### config.mk
export PLATFORM = sky130hd
export DESIGN_NAME = serial_port_unit
export DESIGN_NICKNAME = d
export VERILOG_FILES = /design/src/rtl/spi_port_pkg.sv /design/src/rtl/serial_port_unit.sv
export SDC_FILE = /design/constraint.sdc
export NUM_CORES = 1
export LEC_CHECK = 0
export BUFFER_PORTS_ARGS = -buffer_cell sky130_fd_sc_hd__buf_2
export CAP_MARGIN = 10
export CORE_MARGIN = 2
export CORE_UTILIZATION = 40
export DETAILED_ROUTE_END_ITERATION = 10
export HOLD_SLACK_MARGIN = 0.03
export PLACE_DENSITY = 0.67
export SYNTH_ARGS = -nofsm -noshare
export SYNTH_HDL_FRONTEND = slang
export SYNTH_SLANG_ARGS = --single-unit
### constraint.sdc
create_clock -name core_clk_in -period 3.6 [get_ports core_clk_in]
set_input_delay 0.18 -clock core_clk_in [delete_from_list [all_inputs] [get_ports core_clk_in]]
set_output_delay 0.18 -clock core_clk_in [all_outputs]
set_load 0.01 [all_outputs]
### src/rtl/spi_port_pkg.sv
/*
 Constants for the serial port unit: select modes, reset values, timing.
 Assumes a 100 MHz core clock.
*/
package spi_port_pkg;
   localparam logic [1:0] SEL_THREE_WIRE = 2'h0;
   localparam logic [1:0] SEL_FOUR_IN = 2'h1;
   localparam int SEL_HIGH_BIT = 1;
   localparam int SEL_LOW_BIT = 0;
   localparam logic [1:0] SEL_MODE_RESET = 2'h1;
   localparam logic [7:0] DIV_RESET = 8'h00;
   localparam logic [2:0] BITS_LAST = 3'h7;
   localparam int CLK_PERIOD_NS = 10;
   localparam int SELECT_SETUP_NS = 20;
   localparam int SELECT_SETUP_CYC =
      (SELECT_SETUP_NS + CLK_PERIOD_NS - 1) / CLK_PERIOD_NS;
endpackage

### src/rtl/serial_port_unit.sv
/*
 Serial port unit: SPI master or slave, three- or four-wire, MSB first.
 Assumes the processor side clears flags by pulses and that pins outside
 resolve line levels from the output enables. Slave-side pins are async.
*/
// Summary of operation
// Bytes shift most-significant bit first; master drives data out from top bit.
// Slave-output line floats when disabled or as unselected four-wire slave.
// Three-wire slave drives slave-output continuously from shift register top bit.
// Unselected four-wire slave ignores incoming serial clock.
// Select mode 00: three-wire, select ignored, slave always selected.
// Select mode 01: select input selects slave; low select disables master.
// Select mode 1x: select is an output equal to mode low bit.
// Select line routed to a pin only in four-wire configurations.
// Master write goes to transmit buffer, loads empty shifter, starts clocking.
// Transfer-done flag set at end of every byte; raises interrupt request.
// Master shifts in slave bits while sending; full byte goes to receive buffer.
// Multi-master is default master mode: select mode 01, select an input.
// Low select in multi-master clears enables, sets mode fault until re-enabled.
// Enabled without master enable acts as slave following external clock.
// Slave counts clock edges; after eight, sets done flag, copies byte.
// Slave writes load empty shifter at once, else after last edge of transfer.
// Four-wire slave active only while select input low.
// Four-wire slave select falling edge clears bit counter.
// External master lowers select two system clocks before first clock edge.
// Three-wire slave bit counter cleared only by disabling and re-enabling.
// Three-wire slave must be the only slave on the bus.
// Clock polarity bit sets serial clock idle level.
// Clock phase bit picks first or second edge for data sampling.
// Write before transmit buffer empties is dropped and sets collision flag.
// Slave completion with unread receive byte sets overrun, keeps old byte.
// Slave synchronises clock, select and data, detecting edges before use.
// Master divides system clock by programmable divider, idles at polarity.
`timescale 1ns/1ps
module serial_port_unit (
   // Clock and reset
   input wire logic core_clk_in,
   input wire logic rst_b_in,
   // Control
   input wire logic port_enable_set_in,
   input wire logic port_enable_clr_in,
   input wire logic master_enable_set_in,
   input wire logic master_enable_clr_in,
   input wire logic [1:0] select_mode_field_in,
   input wire logic clock_phase_bit_in,
   input wire logic clock_polarity_bit_in,
   input wire logic [7:0] clock_divider_in,
   input wire logic irq_enable_in,
   // Data window
   input wire logic data_wr_in,
   input wire logic [7:0] data_wdata_in,
   input wire logic data_rd_in,
   output logic [7:0] data_rdata_out,
   // Flags and status, cleared by pulses
   input wire logic flag_clr_done_in,
   input wire logic flag_clr_write_collision_flag_in,
   input wire logic flag_clr_mode_fault_flag_in,
   input wire logic flag_clr_ovr_in,
   output logic port_enable_bit_out,
   output logic master_enable_bit_out,
   output logic transfer_done_flag_out,
   output logic write_collision_flag_out,
   output logic mode_fault_flag_out,
   output logic receive_overrun_flag_out,
   output logic busy_out,
   output logic slave_selected_out,
   output logic irq_out,
   // Serial pins
   input wire logic sclk_in,
   output logic sclk_out,
   output logic sclk_oe_out,
   input wire logic mosi_in,
   output logic mosi_out,
   output logic mosi_oe_out,
   input wire logic miso_in,
   output logic miso_out,
   output logic miso_oe_out,
   input wire logic slave_select_line_in,
   output logic slave_select_line_out,
   output logic slave_select_line_oe_out,
   output logic slave_select_pin_mapped_out
);

   typedef enum logic [2:0] {
      M_IDLE = 3'h1,
      M_LEAD = 3'h2,
      M_TRAIL = 3'h4
   } mstate_e;

   logic [2:0] sclk_sync_reg, ss_sync_reg;
   logic [1:0] mosi_sync_reg, miso_sync_reg;
   logic en_reg, master_enable_bit_reg;
   logic [7:0] shift_reg, txbuf_reg, rxbuf_reg;
   logic shift_full_reg, txbuf_full_reg, rx_full_reg;
   logic [2:0] bitcnt_reg;
   logic done_reg, write_collision_flag_reg, mode_fault_flag_reg, ovr_reg;
   logic sample_reg;
   mstate_e mstate_reg;
   logic [7:0] div_cnt_reg;
   logic sclk_drv_reg;
   logic mode_three, mode_four_in, slave_act, sclk_rise, sclk_fall, ss_fall;
   logic lead_edge, trail_edge, byte_end, slave_end, master_end, div_tick;
   logic load_shift, rx_take, rx_bit;

   // Synchronisers; stage 0 read only by stage 1
   always_ff @(posedge core_clk_in or negedge rst_b_in) begin
      if (!rst_b_in) begin
         sclk_sync_reg <= 3'h0;
         ss_sync_reg <= 3'h7;
         mosi_sync_reg <= 2'h0;
         miso_sync_reg <= 2'h0;
      end else begin
         sclk_sync_reg <= {sclk_sync_reg[1:0], sclk_in};
         ss_sync_reg <= {ss_sync_reg[1:0], slave_select_line_in};
         mosi_sync_reg <= {mosi_sync_reg[0], mosi_in};
         miso_sync_reg <= {miso_sync_reg[0], miso_in};
      end
   end

   // Mode decode
   assign mode_three = (select_mode_field_in == spi_port_pkg::SEL_THREE_WIRE);
   assign mode_four_in = (select_mode_field_in == spi_port_pkg::SEL_FOUR_IN);
   assign ss_fall = ss_sync_reg[2] & ~ss_sync_reg[1];
   // Three-wire slave is always selected; four-wire needs select low
   assign slave_act = en_reg & ~master_enable_bit_reg & (mode_three | ~ss_sync_reg[1]);
   assign sclk_rise = ~sclk_sync_reg[2] & sclk_sync_reg[1];
   assign sclk_fall = sclk_sync_reg[2] & ~sclk_sync_reg[1];
   // Leading edge leaves idle level; phase picks which edge samples
   assign lead_edge = clock_polarity_bit_in ? sclk_fall : sclk_rise;
   assign trail_edge = clock_polarity_bit_in ? sclk_rise : sclk_fall;

   // Master clock divider: half period is divider+1 core clocks
   assign div_tick = (div_cnt_reg == clock_divider_in);
   assign master_end = (mstate_reg == M_TRAIL) & div_tick & (bitcnt_reg == spi_port_pkg::BITS_LAST);
   assign slave_end = slave_act & trail_edge & (bitcnt_reg == spi_port_pkg::BITS_LAST);
   assign byte_end = master_end | slave_end;
   assign load_shift = txbuf_full_reg & (~shift_full_reg | byte_end);
   assign rx_take = byte_end & ~(slave_end & rx_full_reg);
   // Incoming line bit of the active role, already synchronised
   assign rx_bit = master_enable_bit_reg ? miso_sync_reg[1] : mosi_sync_reg[1];

   // Enables; mode fault clears both, software sets again
   always_ff @(posedge core_clk_in or negedge rst_b_in) begin
      if (!rst_b_in) begin
         en_reg <= 1'b0;
         master_enable_bit_reg <= 1'b0;
      end else if (en_reg & master_enable_bit_reg & mode_four_in & ~ss_sync_reg[1]) begin
         en_reg <= 1'b0;
         master_enable_bit_reg <= 1'b0;
      end else begin
         if (port_enable_set_in) en_reg <= 1'b1;
         else if (port_enable_clr_in) en_reg <= 1'b0;
         if (master_enable_set_in) master_enable_bit_reg <= 1'b1;
         else if (master_enable_clr_in) master_enable_bit_reg <= 1'b0;
      end
   end

   // Transmit buffer; collision drops the write
   always_ff @(posedge core_clk_in or negedge rst_b_in) begin
      if (!rst_b_in) begin
         txbuf_reg <= 8'h00;
         txbuf_full_reg <= 1'b0;
      end else if (data_wr_in & ~txbuf_full_reg) begin
         txbuf_reg <= data_wdata_in;
         txbuf_full_reg <= 1'b1;
      end else if (load_shift) begin
         txbuf_full_reg <= 1'b0;
      end
   end

   // Master sequencer
   always_ff @(posedge core_clk_in or negedge rst_b_in) begin
      if (!rst_b_in) begin
         mstate_reg <= M_IDLE;
         div_cnt_reg <= spi_port_pkg::DIV_RESET;
         sclk_drv_reg <= 1'b0;
      end else if (!(en_reg & master_enable_bit_reg)) begin
         mstate_reg <= M_IDLE;
         div_cnt_reg <= spi_port_pkg::DIV_RESET;
         sclk_drv_reg <= clock_polarity_bit_in;
      end else begin
         div_cnt_reg <= (div_tick | mstate_reg == M_IDLE) ? 8'h00 : div_cnt_reg + 8'h01;
         unique case (mstate_reg)
            M_IDLE: begin
               sclk_drv_reg <= clock_polarity_bit_in;
               if (shift_full_reg) mstate_reg <= M_LEAD;
            end
            M_LEAD: if (div_tick) begin
               sclk_drv_reg <= ~clock_polarity_bit_in;
               mstate_reg <= M_TRAIL;
            end
            M_TRAIL: if (div_tick) begin
               sclk_drv_reg <= clock_polarity_bit_in;
               mstate_reg <= (bitcnt_reg == spi_port_pkg::BITS_LAST) ?
                             (load_shift ? M_LEAD : M_IDLE) : M_LEAD;
            end
         endcase
      end
   end

   // Shift register, sample latch and bit counter
   always_ff @(posedge core_clk_in or negedge rst_b_in) begin
      if (!rst_b_in) begin
         shift_reg <= 8'h00;
         shift_full_reg <= 1'b0;
         bitcnt_reg <= 3'h0;
         sample_reg <= 1'b0;
      end else if (!en_reg) begin
         shift_full_reg <= 1'b0;
         bitcnt_reg <= 3'h0;
      end else begin
         if (~master_enable_bit_reg & ~mode_three & ss_fall)
            bitcnt_reg <= 3'h0;
         // Phase 1 latches the outgoing top bit on the lead edge, so the
         // bit is not shifted away before the far side has sampled it
         if (master_enable_bit_reg) begin
            if (mstate_reg == M_LEAD & div_tick) begin
               if (clock_phase_bit_in) sample_reg <= shift_reg[7];
               else sample_reg <= miso_sync_reg[1];
            end
            if (mstate_reg == M_TRAIL & div_tick) begin
               bitcnt_reg <= bitcnt_reg + 3'h1;
               if (clock_phase_bit_in) shift_reg <= {shift_reg[6:0], miso_sync_reg[1]};
               else shift_reg <= {shift_reg[6:0], sample_reg};
            end
         end else if (slave_act) begin
            if (lead_edge) begin
               if (clock_phase_bit_in) sample_reg <= shift_reg[7];
               else sample_reg <= mosi_sync_reg[1];
            end
            if (trail_edge) begin
               bitcnt_reg <= bitcnt_reg + 3'h1;
               if (clock_phase_bit_in) shift_reg <= {shift_reg[6:0], mosi_sync_reg[1]};
               else shift_reg <= {shift_reg[6:0], sample_reg};
            end
         end
         if (load_shift) begin
            shift_reg <= txbuf_reg;
            shift_full_reg <= 1'b1;
         end else if (byte_end) begin
            shift_full_reg <= 1'b0;
         end
      end
   end

   // Receive buffer; phase 1 takes the last bit straight from the line
   always_ff @(posedge core_clk_in or negedge rst_b_in) begin
      if (!rst_b_in) begin
         rxbuf_reg <= 8'h00;
         rx_full_reg <= 1'b0;
      end else if (rx_take) begin
         rxbuf_reg <= clock_phase_bit_in ? {shift_reg[6:0], rx_bit}
                                         : {shift_reg[6:0], sample_reg};
         rx_full_reg <= 1'b1;
      end else if (data_rd_in) begin
         rx_full_reg <= 1'b0;
      end
   end

   // Sticky flags; a set beats a clear in the same cycle
   always_ff @(posedge core_clk_in or negedge rst_b_in) begin
      if (!rst_b_in) begin
         done_reg <= 1'b0;
         write_collision_flag_reg <= 1'b0;
         mode_fault_flag_reg <= 1'b0;
         ovr_reg <= 1'b0;
      end else begin
         done_reg <= byte_end | (done_reg & ~flag_clr_done_in);
         write_collision_flag_reg <= (data_wr_in & txbuf_full_reg) | (write_collision_flag_reg & ~flag_clr_write_collision_flag_in);
         mode_fault_flag_reg <= (en_reg & master_enable_bit_reg & mode_four_in & ~ss_sync_reg[1])
                     | (mode_fault_flag_reg & ~flag_clr_mode_fault_flag_in);
         ovr_reg <= (slave_end & rx_full_reg) | (ovr_reg & ~flag_clr_ovr_in);
      end
   end

   // Pin drive
   assign sclk_out = sclk_drv_reg;
   assign sclk_oe_out = en_reg & master_enable_bit_reg;
   assign mosi_out = clock_phase_bit_in ? sample_reg : shift_reg[7];
   assign mosi_oe_out = en_reg & master_enable_bit_reg;
   assign miso_out = clock_phase_bit_in ? sample_reg : shift_reg[7];
   assign miso_oe_out = en_reg & ~master_enable_bit_reg & (mode_three | ~ss_sync_reg[1]);
   assign slave_select_line_out = select_mode_field_in[spi_port_pkg::SEL_LOW_BIT];
   assign slave_select_line_oe_out = en_reg & select_mode_field_in[spi_port_pkg::SEL_HIGH_BIT];
   assign slave_select_pin_mapped_out = ~mode_three;

   // Status outputs
   assign data_rdata_out = rxbuf_reg;
   assign port_enable_bit_out = en_reg;
   assign master_enable_bit_out = master_enable_bit_reg;
   assign transfer_done_flag_out = done_reg;
   assign write_collision_flag_out = write_collision_flag_reg;
   assign mode_fault_flag_out = mode_fault_flag_reg;
   assign receive_overrun_flag_out = ovr_reg;
   assign busy_out = shift_full_reg;
   assign slave_selected_out = ~ss_sync_reg[1];
   assign irq_out = irq_enable_in & (done_reg | write_collision_flag_reg | mode_fault_flag_reg | ovr_reg);

   // Assertions
   property p_float;
      @(posedge core_clk_in) disable iff (!rst_b_in)
      (!en_reg) |-> !miso_oe_out;
   endproperty
   a_float: assert property (p_float) else $error("miso driven while disabled");

   property p_fault;
      @(posedge core_clk_in) disable iff (!rst_b_in)
      (en_reg & master_enable_bit_reg & mode_four_in & ~ss_sync_reg[1]) |=> (!en_reg && !master_enable_bit_reg && mode_fault_flag_reg);
   endproperty
   a_fault: assert property (p_fault) else $error("mode fault not taken");

   property p_done;
      @(posedge core_clk_in) disable iff (!rst_b_in)
      byte_end |=> done_reg;
   endproperty
   a_done: assert property (p_done) else $error("done flag missing");

   property p_write_collision_flag;
      @(posedge core_clk_in) disable iff (!rst_b_in)
      (data_wr_in & txbuf_full_reg) |=> (write_collision_flag_reg && $stable(txbuf_reg));
   endproperty
   a_write_collision_flag: assert property (p_write_collision_flag) else $error("collision write not dropped");

   property p_ovr;
      @(posedge core_clk_in) disable iff (!rst_b_in)
      (slave_end & rx_full_reg) |=> (ovr_reg && $stable(rxbuf_reg));
   endproperty
   a_ovr: assert property (p_ovr) else $error("overrun handling wrong");

   property p_ss_out;
      @(posedge core_clk_in) disable iff (!rst_b_in)
      select_mode_field_in[1] |-> (slave_select_line_out == select_mode_field_in[0]);
   endproperty
   a_ss_out: assert property (p_ss_out) else $error("select output level wrong");

   property p_idle;
      @(posedge core_clk_in) disable iff (!rst_b_in)
      (mstate_reg == M_IDLE && en_reg && master_enable_bit_reg) ##1 (mstate_reg == M_IDLE)
      |-> sclk_drv_reg == $past(clock_polarity_bit_in);
   endproperty
   a_idle: assert property (p_idle) else $error("clock idle level wrong");

   property p_start;
      @(posedge core_clk_in) disable iff (!rst_b_in)
      (en_reg && master_enable_bit_reg && mstate_reg == M_IDLE && shift_full_reg) |=> mstate_reg == M_LEAD;
   endproperty
   a_start: assert property (p_start) else $error("master did not start");

   property p_cnt;
      @(posedge core_clk_in) disable iff (!rst_b_in)
      (en_reg && ~master_enable_bit_reg && ~mode_three && ss_fall) |=> (bitcnt_reg == 3'h0);
   endproperty
   a_cnt: assert property (p_cnt) else $error("counter not cleared");

   c_master: cover property (@(posedge core_clk_in) disable iff (!rst_b_in) master_end);
   c_slave: cover property (@(posedge core_clk_in) disable iff (!rst_b_in) slave_end);
   c_fault: cover property (@(posedge core_clk_in) disable iff (!rst_b_in) $rose(mode_fault_flag_reg));
   c_ovr: cover property (@(posedge core_clk_in) disable iff (!rst_b_in) $rose(ovr_reg));

endmodule // serial_port_unit

==> summary.txt, run 1 <==
Status -> finished, final reports clean
Row Count -> 30
Clk sinks -> 59
Placed cell area -> 3164 um^2
Syn_nets -> 280
Power per cell area -> 517.8 nW/um^2
Worst Path Buf+Inv -> 0
Setup bufs post-CTS -> 0
CTS tree -> yes
Die W -> 87.61 um
CP max FO -> 8
Least-Margin Pin Slew -> 0.8618 ns
Crit path DAT -> 2.59 ns
CP Capture Type -> flop
Minimum clock period -> 2.369 ns
Total core area -> 6794 um^2
Vias in the first global route -> 2131
Highest clock rate -> 422.1 MHz
Starting Density -> 41.16%
Clk_lat worst skew -> 0.34 ns
Wire per inst -> 14.80 um
Dpl ws -> 1.257 ns
Commonest non-fill, non-tap cell in the layout -> buf_2
First-iteration detailed-routing DRC count -> 162
Startpoint types -> flop
Slew headroom -> 42.28%
RSZ-0062 raised after global routing -> false
Sequential element share of the synthesized area -> 52.98%
Root cell of the clock tree -> clkbuf_8
Die Ht -> 87.61 um
Post-DR vias/cell -> 4.971
Post-route cell area -> 3446 um^2
Worst hold slack -> 0.07079 ns
CTS clk-pin slew, worst paths -> 0.07 ns
Pleak -> 1.577 nW
Nets -> 355
Final WL -> 6141 um
First-pass GRT wire length -> 10360 um
Mapped Avg Cell Area -> 11.65 um^2
Max VDD drop -> 0.2599 mV
Placer Congestion -> 0.8421
Peak per-stage delay on the critical path -> 0.61 ns
Inserted Clock Buffers -> 9
Mapped Cells -> 240
Drt drc -> 0
Netlist area before placement -> 2796 um^2
# IOs -> 63
Largest net degree at the start of global routing -> 34
Ys async rst share -> 100.0%
Worst hold path type -> input pin to flop
Slowest cell on crit path -> a2111o_1
Post-Route Utilization -> 50.72%
Die footprint -> 7676 um^2
YS warnings -> 0
Area grow syn2layout -> 23.22%
Final setup TNS -> 0 ns
Final setup margin -> 1.231 ns
Overall Global Routing Usage -> 17.78%
CTS resizes -> 0
Worst path required time -> 3.82 ns
Detail Route Antenna Nets -> 0
Initial antenna violation count -> 0
Hold Vio Cnt, Final -> 0
Crit path cell chain -> or3b_1 -> a2111o_1 -> a221oi_4 -> nand3b_1 -> o221a_2
Max Slew Vio Count -> 0
Finish-stage setup viols -> 0
Pwr Total -> 1.784 mW
Placed instance count -> 390
Layout Cells excl Fill -> 415
Delay-heaviest family, CP -> compound AO/OA/AOI/OAI gates
Crit Path Class -> flop to flop
Post-synth EDFFs -> 0
Top_reg_cell synth -> dfrtp_1
Yosys cell types -> 48
HPWL Detailed -> 4430 um
# fillers -> 606
Clock buffer depth -> 2
First drt pass iteration count -> 4
Max-cap viol count -> 0
Layout cell share with drive strength beyond 1 -> 36.68%
Skew final -> 0.008021 ns
Diodes inserted -> 0
Period utilization -> 65.81%
Leading cell types in the layout, fill and taps excluded -> buf_2, dfrtp_1, nand2_1
H-tree levels -> 3
Via Count -> 2063
Grt total ovfl -> 0
PortBufs -> 62
#FFs+latches synth -> 59
Post-CTS Hold Buffers -> 10
==> layout make-up <==
cell class                      instances  area (um^2)  area share, %
Sequential cell                        59         1481          42.99
Multi-Input combinational cell        158         1192          34.60
Timing Repair Buffer                   73        417.9          12.13
Clock buffer                            9        123.9          3.595
Tap cell                               96        120.1          3.486
Clock inverter                          6        57.56          1.670
Inverter                               14        52.55          1.525
==> kinds of logic (layout without fill, tap and decap cells) <==
family	after synthesis	in the layout	synth area share, %
flip-flops	59	59	52.98
multiplexers	22	22	8.949
adder cells (fa/ha/maj)	3	3	1.342
XOR/XNOR	14	14	4.385
AND/OR/NAND/NOR	70	70	14.00
buffers and inverters	23	102	4.385
AO/OA/AOI/OAI	49	49	13.96
==> worst paths after layout <==
path / startpoint / to / slack, ns / depth (start not counted)
min in group asynchronous: rst_b_in / div_cnt_reg[7]$_DFF_PN0_ / 0.38 / 2
worst max register to register: sclk_sync_reg[1]$_DFF_PN0_ / shift_reg[7]$_DFFE_PN0P_ / 1.23 / 5
worst min register to register: mosi_sync_reg[0]$_DFF_PN0_ / mosi_sync_reg[1]$_DFF_PN0_ / 0.35 / 0
max in group asynchronous: rst_b_in / rx_full_reg$_DFFE_PN0P_ / 2.37 / 3
worst max-delay path: sclk_sync_reg[1]$_DFF_PN0_ / shift_reg[7]$_DFFE_PN0P_ / 1.23 / 5
worst min-delay path: data_wdata_in[1] / txbuf_reg[1]$_DFFE_PN0P_ / 0.07 / 2
==> report_power, final <==
group,switching [mW],internal (mW)
registers,0.101,0.778
logic,0.156,0.187
clock network,0.252,0.310
total,0.509,1.27
==> routing by layer <==
metal,vias to the layer above,GRT usage (%),wire [um]
met5,-,0,0
met4,0,9.231,103
met3,8,3.582,315
met2,60,25.69,2815
met1,991,25.35,2906
li1,1004,-,-
==> Yosys cell counts, drive strengths merged, types with 3 or more instances <==
cell / instances / area, um^2
dfrtp: 55 / 1376
mux2: 18 / 210.2
nand2: 17 / 63.81
nor2: 16 / 60.06
inv: 14 / 52.55
xnor2: 12 / 105.1
nand3b: 11 / 82.58
o21ai: 11 / 55.05
a21oi: 9 / 45.04
o221a: 8 / 90.09
buf: 5 / 45.04
nor3: 5 / 25.02
clkbuf: 4 / 25.02
dfstp: 4 / 105.1
mux2i: 4 / 40.04
nand3: 4 / 20.02
o22ai: 4 / 25.02
a21o: 3 / 22.52
ha: 3 / 37.54
Note: power is estimated with default switching activity, not from simulation.
==> run 2, diff against run 1 <==
--- a/config.mk
+++ b/config.mk
@@ -11,7 +11,7 @@
 export CORE_UTILIZATION = 40
 export DETAILED_ROUTE_END_ITERATION = 10
 export HOLD_SLACK_MARGIN = 0.03
-export PLACE_DENSITY = 0.67
+export PLACE_DENSITY = 0.69
 export SYNTH_ARGS = -nofsm -noshare
 export SYNTH_HDL_FRONTEND = slang
 export SYNTH_SLANG_ARGS = --single-unit
==> constraint.sdc (replaced) <==
create_clock -name core_clk_in -period 2.1 [get_ports core_clk_in]
set_input_delay 0.105 -clock core_clk_in [delete_from_list [all_inputs] [get_ports core_clk_in]]
set_output_delay 0.105 -clock core_clk_in [all_outputs]
set_load 0.01 [all_outputs]
==> run 2 against run 1 <==
The run now ends with setup timing left. Wire length grew 3.9%. Clock skew rose by 0.0032 ns. Global-route usage grew 0.96 points. Flip-flop and latch count is the same. Cell count increased by 8.4%. Utilization up 5.9 points. Clock power up 85%. Highest routed layer unchanged. Count of clock-buffer cells in the layout unchanged. First-iteration DRC count shrank 31%. Fmax up 8.9%. Cell area is 12% higher. Die area stayed put.
==> summary.txt, run 2 (synthesized netlist as in run 1, its figures left out) <==
Slew headroom -> 52.22%
Worst path required time -> 2.33 ns
Post-Route Utilization -> 56.57%
Max Slew Vio Count -> 0
HPWL Detailed -> 4539 um
Clk_lat worst skew -> 0.34 ns
Detail Route Antenna Nets -> 0
Vias in the first global route -> 2300
Crit path cell chain -> or3b_1 -> a2111o_1 -> buf_4 -> a31oi_4 -> buf_12 -> mux2_2
Met1 global-route usage -> 25.44%
Failing checks -> setup timing
Overall Global Routing Usage -> 18.74%
Met2 Use GR -> 28.72%
Layout cell share with drive strength beyond 1 -> 40.40%
Finish-stage setup viols -> 16
Die Ht -> 87.61 um
Final WL -> 6382 um
Least-Margin Pin Slew -> 0.7167 ns
Die W -> 87.61 um
Die footprint -> 7676 um^2
Initial antenna violation count -> 0
Period utilization -> 103.6%
Highest clock rate -> 459.5 MHz
Row Count -> 30
Total core area -> 6794 um^2
Startpoint types -> flop
CTS tree -> yes
Crit path DAT -> 2.40 ns
First-iteration detailed-routing DRC count -> 112
Crit Path Class -> flop to flop
Drt drc -> 0
Clk sinks -> 59
Skew final -> 0.01121 ns
Wire per inst -> 14.18 um
Clock buffer depth -> 2
Status -> finished with violations
Max VDD drop -> 0.7067 mV
Power per cell area -> 842.2 nW/um^2
PortBufs -> 62
Hold Vio Cnt, Final -> 0
Root cell of the clock tree -> clkbuf_8
Grt total ovfl -> 0
GR peak layer -> met2
First-pass GRT wire length -> 10950 um
Pleak -> 1.753 nW
Nets -> 389
Slowest cell on crit path -> a2111o_1
Minimum clock period -> 2.176 ns
Peak per-stage delay on the critical path -> 0.47 ns
Largest net degree at the start of global routing -> 32
Dpl ws -> -0.1823 ns
Starting Density -> 41.16%
H-tree levels -> 3
RSZ-0062 raised after global routing -> true
Commonest non-fill, non-tap cell in the layout -> buf_2
Placer Congestion -> 0.7540
Area grow syn2layout -> 37.45%
CTS clk-pin slew, worst paths -> 0.07 ns
# IOs -> 63
Max-cap viol count -> 0
Via Count -> 2225
Met3 Track Usage GR -> 3.770%
Worst hold slack -> 0.1377 ns
Worst hold path type -> input pin to flop
Post-DR vias/cell -> 4.944
Inserted Clock Buffers -> 9
CP Capture Type -> flop
Final setup margin -> -0.07642 ns
Leading cell types in the layout, fill and taps excluded -> buf_2, dfrtp_1, dlygate4sd3_1
CP max FO -> 9
First drt pass iteration count -> 4
Diodes inserted -> 0
==> run 2: changes by cell type in the layout (fill, tap and decap cells not counted), sizes merged <==
cell         before  now
buf              63   84
clkinv            4    3
clkinvlp          1    2
dlygate4sd3      10   23
inv              14   15
==> run 2: worst paths after layout <==
check	end	slack, ns	depth (start not counted)	from
setup / recovery	data_rdata_out[1]$_DFFE_PN0P_	-0.08	6	sclk_sync_reg[1]$_DFF_PN0_
hold / removal	mode_fault_flag_out$_DFF_PN0_	0.14	3	select_mode_field_in[0]
setup reg to reg	data_rdata_out[1]$_DFFE_PN0P_	-0.08	6	sclk_sync_reg[1]$_DFF_PN0_
hold reg to reg	mosi_sync_reg[1]$_DFF_PN0_	0.35	0	mosi_sync_reg[0]$_DFF_PN0_
max in group asynchronous	port_enable_bit_out$_DFFE_PN0P_	1.14	3	rst_b_in
min in group asynchronous	busy_out$_DFFE_PN0P_	0.36	2	rst_b_in
==> run 2: per-stage QoR <==
stage | TNS [ns] | total power [mW] | area [um^2] | cells
after global placement | -1.830 | 2.117 | 3309 | 406
after CTS | -0.3342 | 3.255 | 3835 | 450
after floorplan | 0 | 1.897 | 2796 | 240
final | -0.9483 | 3.237 | 3844 | 450
after detailed placement | -2.654 | 2.148 | 3309 | 406
after global routing | -1.871 | 3.406 | 3844 | 450
==> run 2: final cells by class <==
cell class,instances,area (um^2)
clock buffer,9,123.9
clock inverter,7,76.32
fill,557,2950
inverter,14,52.55
multi-input combinational,158,1239
sequential,59,1481
tap,96,120.1
timing repair buffer,107,750.7
==> run 2: critical path: cells and delay by family (launching register included) <==
kind,cells,cell delay [ns]
AO/OA/AOI/OAI,2,0.62
flip-flops,1,0.38
AND/OR/NAND/NOR,1,0.38
buffers and inverters,2,0.34
multiplexers,1,0.33
==> run 2: what timing repair did <==
item	4_1_cts	5_1_grt
setup buffers	5	0
endpoints found under the hold margin	45	0
resized for setup	7	2
setup endpoints to repair	18	21
hold buffers	23	0
pin swaps	3	0
==> run 2: report_power, final <==
part / leakage (nW) / switching [mW] / internal [mW]
Clock: 0.0958 / 0.483 / 0.553
Sequential: 0.733 / 0.169 / 1.33
Combinational: 0.925 / 0.305 / 0.395
Total: 1.75 / 0.957 / 2.28
==> run 2: per-layer routing <==
layer / routed length, um / vias up
met5: 0 / -
met4: 193 / 0
met3: 275 / 15
met2: 3007 / 54
met1: 2905 / 1090
li1: - / 1066
==> run 3, diff against run 2 <==
--- a/config.mk
+++ b/config.mk
@@ -8,10 +8,12 @@
 export BUFFER_PORTS_ARGS = -buffer_cell sky130_fd_sc_hd__buf_2
 export CAP_MARGIN = 10
 export CORE_MARGIN = 2
-export CORE_UTILIZATION = 40
+export CORE_UTILIZATION = 48
 export DETAILED_ROUTE_END_ITERATION = 10
 export HOLD_SLACK_MARGIN = 0.03
-export PLACE_DENSITY = 0.69
+export MAX_ROUTING_LAYER = met4
+export PLACE_DENSITY = 0.8
+export REMOVE_ABC_BUFFERS = 1
 export SYNTH_ARGS = -nofsm -noshare
 export SYNTH_HDL_FRONTEND = slang
 export SYNTH_SLANG_ARGS = --single-unit
==> run 3 against run 2 <==
Clock power barely moved. Flip-flop and latch count did not move. Register-to-register slack barely moved. Non-clock buffer count fell by 1. Critical path type unchanged. Critical path depth rose by 1. Via count rose by 3.0%. Highest routed layer unchanged. Count of clock-buffer cells in the layout did not move. Fmax barely moved. The flow still finishes with violations (setup timing).
==> summary.txt, run 3 (synthesized netlist as in run 1, its figures left out) <==
Highest clock rate -> 459.9 MHz
Clk_lat worst skew -> 0.34 ns
Via Count -> 2292
Total core area -> 5574 um^2
Grt total ovfl -> 0
HPWL Detailed -> 4377 um
Slew headroom -> 71.38%
Area grow syn2layout -> 35.84%
# IOs -> 63
Combinational power share -> 21.3%
Root cell of the clock tree -> clkbuf_8
Multi-input gate area -> 1267 um^2
Worst Path Buf+Inv -> 2
First drt pass iteration count -> 4
Power per cell area -> 842.2 nW/um^2
First-pass GRT wire length -> 10630 um
Skew final -> 0.01217 ns
Delay-heaviest family, CP -> simple AND/OR/NAND/NOR gates
Die W -> 80.33 um
First-iteration detailed-routing DRC count -> 175
Sw frac -> 29.45%
Flop pwr share -> 47.2%
Slowest cell on crit path -> a2111o_1
Detail Route Antenna Nets -> 0
Startpoint types -> flop
Vias in the first global route -> 2206
Max-cap viol count -> 0
CTS clk-pin slew, worst paths -> 0.07 ns
Dpl ws -> -0.1796 ns
# fillers -> 401
H-tree levels -> 3
Post-Route Utilization -> 68.15%
Die Ht -> 80.33 um
DR WL met3 -> 394 um
CP max FO -> 5
Least-Margin Pin Slew -> 0.4293 ns
Met2 WL -> 3330 um
Worst path required time -> 2.32 ns
NetSw -> 942.1 uW
Register area -> 1481 um^2
Commonest non-fill, non-tap cell in the layout -> buf_2
Max Slew Vio Count -> 0
Clk sinks -> 59
Peak per-stage delay on the critical path -> 0.44 ns
Crit Path Class -> flop to flop
Overall Global Routing Usage -> 22.46%
PortBufs -> 62
Placer Congestion -> 0.8517
CTS tree -> yes
Starting Density -> 50.17%
Largest net degree at the start of global routing -> 22
Minimum clock period -> 2.174 ns
Finish-stage setup viols -> 16
Initial antenna violation count -> 0
Worst hold path type -> input pin to flop
Status -> finished with violations
Hold Vio Cnt, Final -> 0
CP Capture Type -> flop
Crit path DAT -> 2.40 ns
Final setup margin -> -0.07438 ns
Clk pwr share -> 31.6%
Drt drc -> 0
Post-DR vias/cell -> 5.380
Nets -> 389
Crit path cell chain -> or3b_1 -> a2111o_1 -> buf_6 -> nor3b_4 -> buf_4 -> a31oi_4 -> mux2_4
Layout cell share with drive strength beyond 1 -> 41.24%
Clock buffer depth -> 2
Wire per inst -> 15.51 um
Diodes inserted -> 0
Inserted Clock Buffers -> 9
Top layer reached by signal wires -> met4
RSZ-0062 raised after global routing -> true
Failing checks -> setup timing
Final WL -> 6607 um
Leading cell types in the layout, fill and taps excluded -> buf_2, dfrtp_1, dlygate4sd3_1, buf_4, nand2_1
Pleak -> 1.754 nW
Row Count -> 27
Max VDD drop -> 0.5106 mV
WL met1 -> 2795 um
Period utilization -> 103.5%
Power Internal -> 2.257 mW
Die footprint -> 6452 um^2
[run 3: path summary, 6_finish.rpt]
check	from	end	slack, ns	cells after the start
worst max-delay path	sclk_sync_reg[1]$_DFF_PN0_	data_rdata_out[7]$_DFFE_PN0P_	-0.07	7
worst min-delay path	port_enable_set_in	port_enable_bit_out$_DFFE_PN0P_	0.06	3
worst max register to register	sclk_sync_reg[1]$_DFF_PN0_	data_rdata_out[7]$_DFFE_PN0P_	-0.07	7
worst min register to register	miso_sync_reg[0]$_DFF_PN0_	miso_sync_reg[1]$_DFF_PN0_	0.35	0
max in group asynchronous	rst_b_in	mstate_reg[0]$_DFFE_PN1P_	1.17	3
min in group asynchronous	rst_b_in	txbuf_reg[2]$_DFFE_PN0P_	0.24	2
[run 3: final cells by class]
class	instances	area share (%)
Timing Repair Buffer	106	18.81
Inverter	14	1.383
Sequential cell	59	39.00
Clock inverter	7	1.812
Multi-Input combinational cell	159	33.37
Clock buffer	9	3.261
Tap cell	72	2.372
[run 3: routing by layer]
| metal | vias up | GRT usage (%) |
|---|---|---|
| met3 | 7 | 4.831 |
| met2 | 78 | 35.92 |
| li1 | 1078 | - |
| met5 | - | - |
| met1 | 1129 | 28.37 |
| met4 | 0 | 8.136 |
[run 3: worst register-to-register path, cell delays in order (launching register included)]
cell and delay, ns:
dfrtp_1 0.38, or3b_1 0.38, a2111o_1 0.44, buf_6 0.15
nor3b_4 0.17, buf_4 0.15, a31oi_4 0.06, mux2_4 0.34
[run 3: stage by stage]
step	cells	hold WS, ns	total power [mW]	area, um^2	TNS [ns]
finish	426	0.05558	3.199	3799	-0.7254
global route	426	0.06249	3.349	3799	-1.799
CTS	426	0.05390	3.197	3781	-0.1709
detailed placement	383	0.06191	2.125	3274	-2.571
global placement	383	0.05783	2.098	3274	-1.912
floorplan	231	-0.1906	1.870	2726	-0.5579
[run 3: power groups by stage]
stage	Clock [mW]	Sequential [mW]	Combinational, mW
after global placement	0	1.51	0.590
after detailed placement	0	1.51	0.611
after CTS	1.02	1.50	0.673
after global routing	1.08	1.53	0.739
after floorplan	0	1.47	0.397
final	1.01	1.51	0.680
[run 3: repair_timing]
item	CTS	global route
setup buffers	6	0
setup endpoints to repair	18	22
endpoints found under the hold margin	37	0
pin swaps	3	1
hold buffers	20	0
cloned	1	0
gates resized for setup	10	3
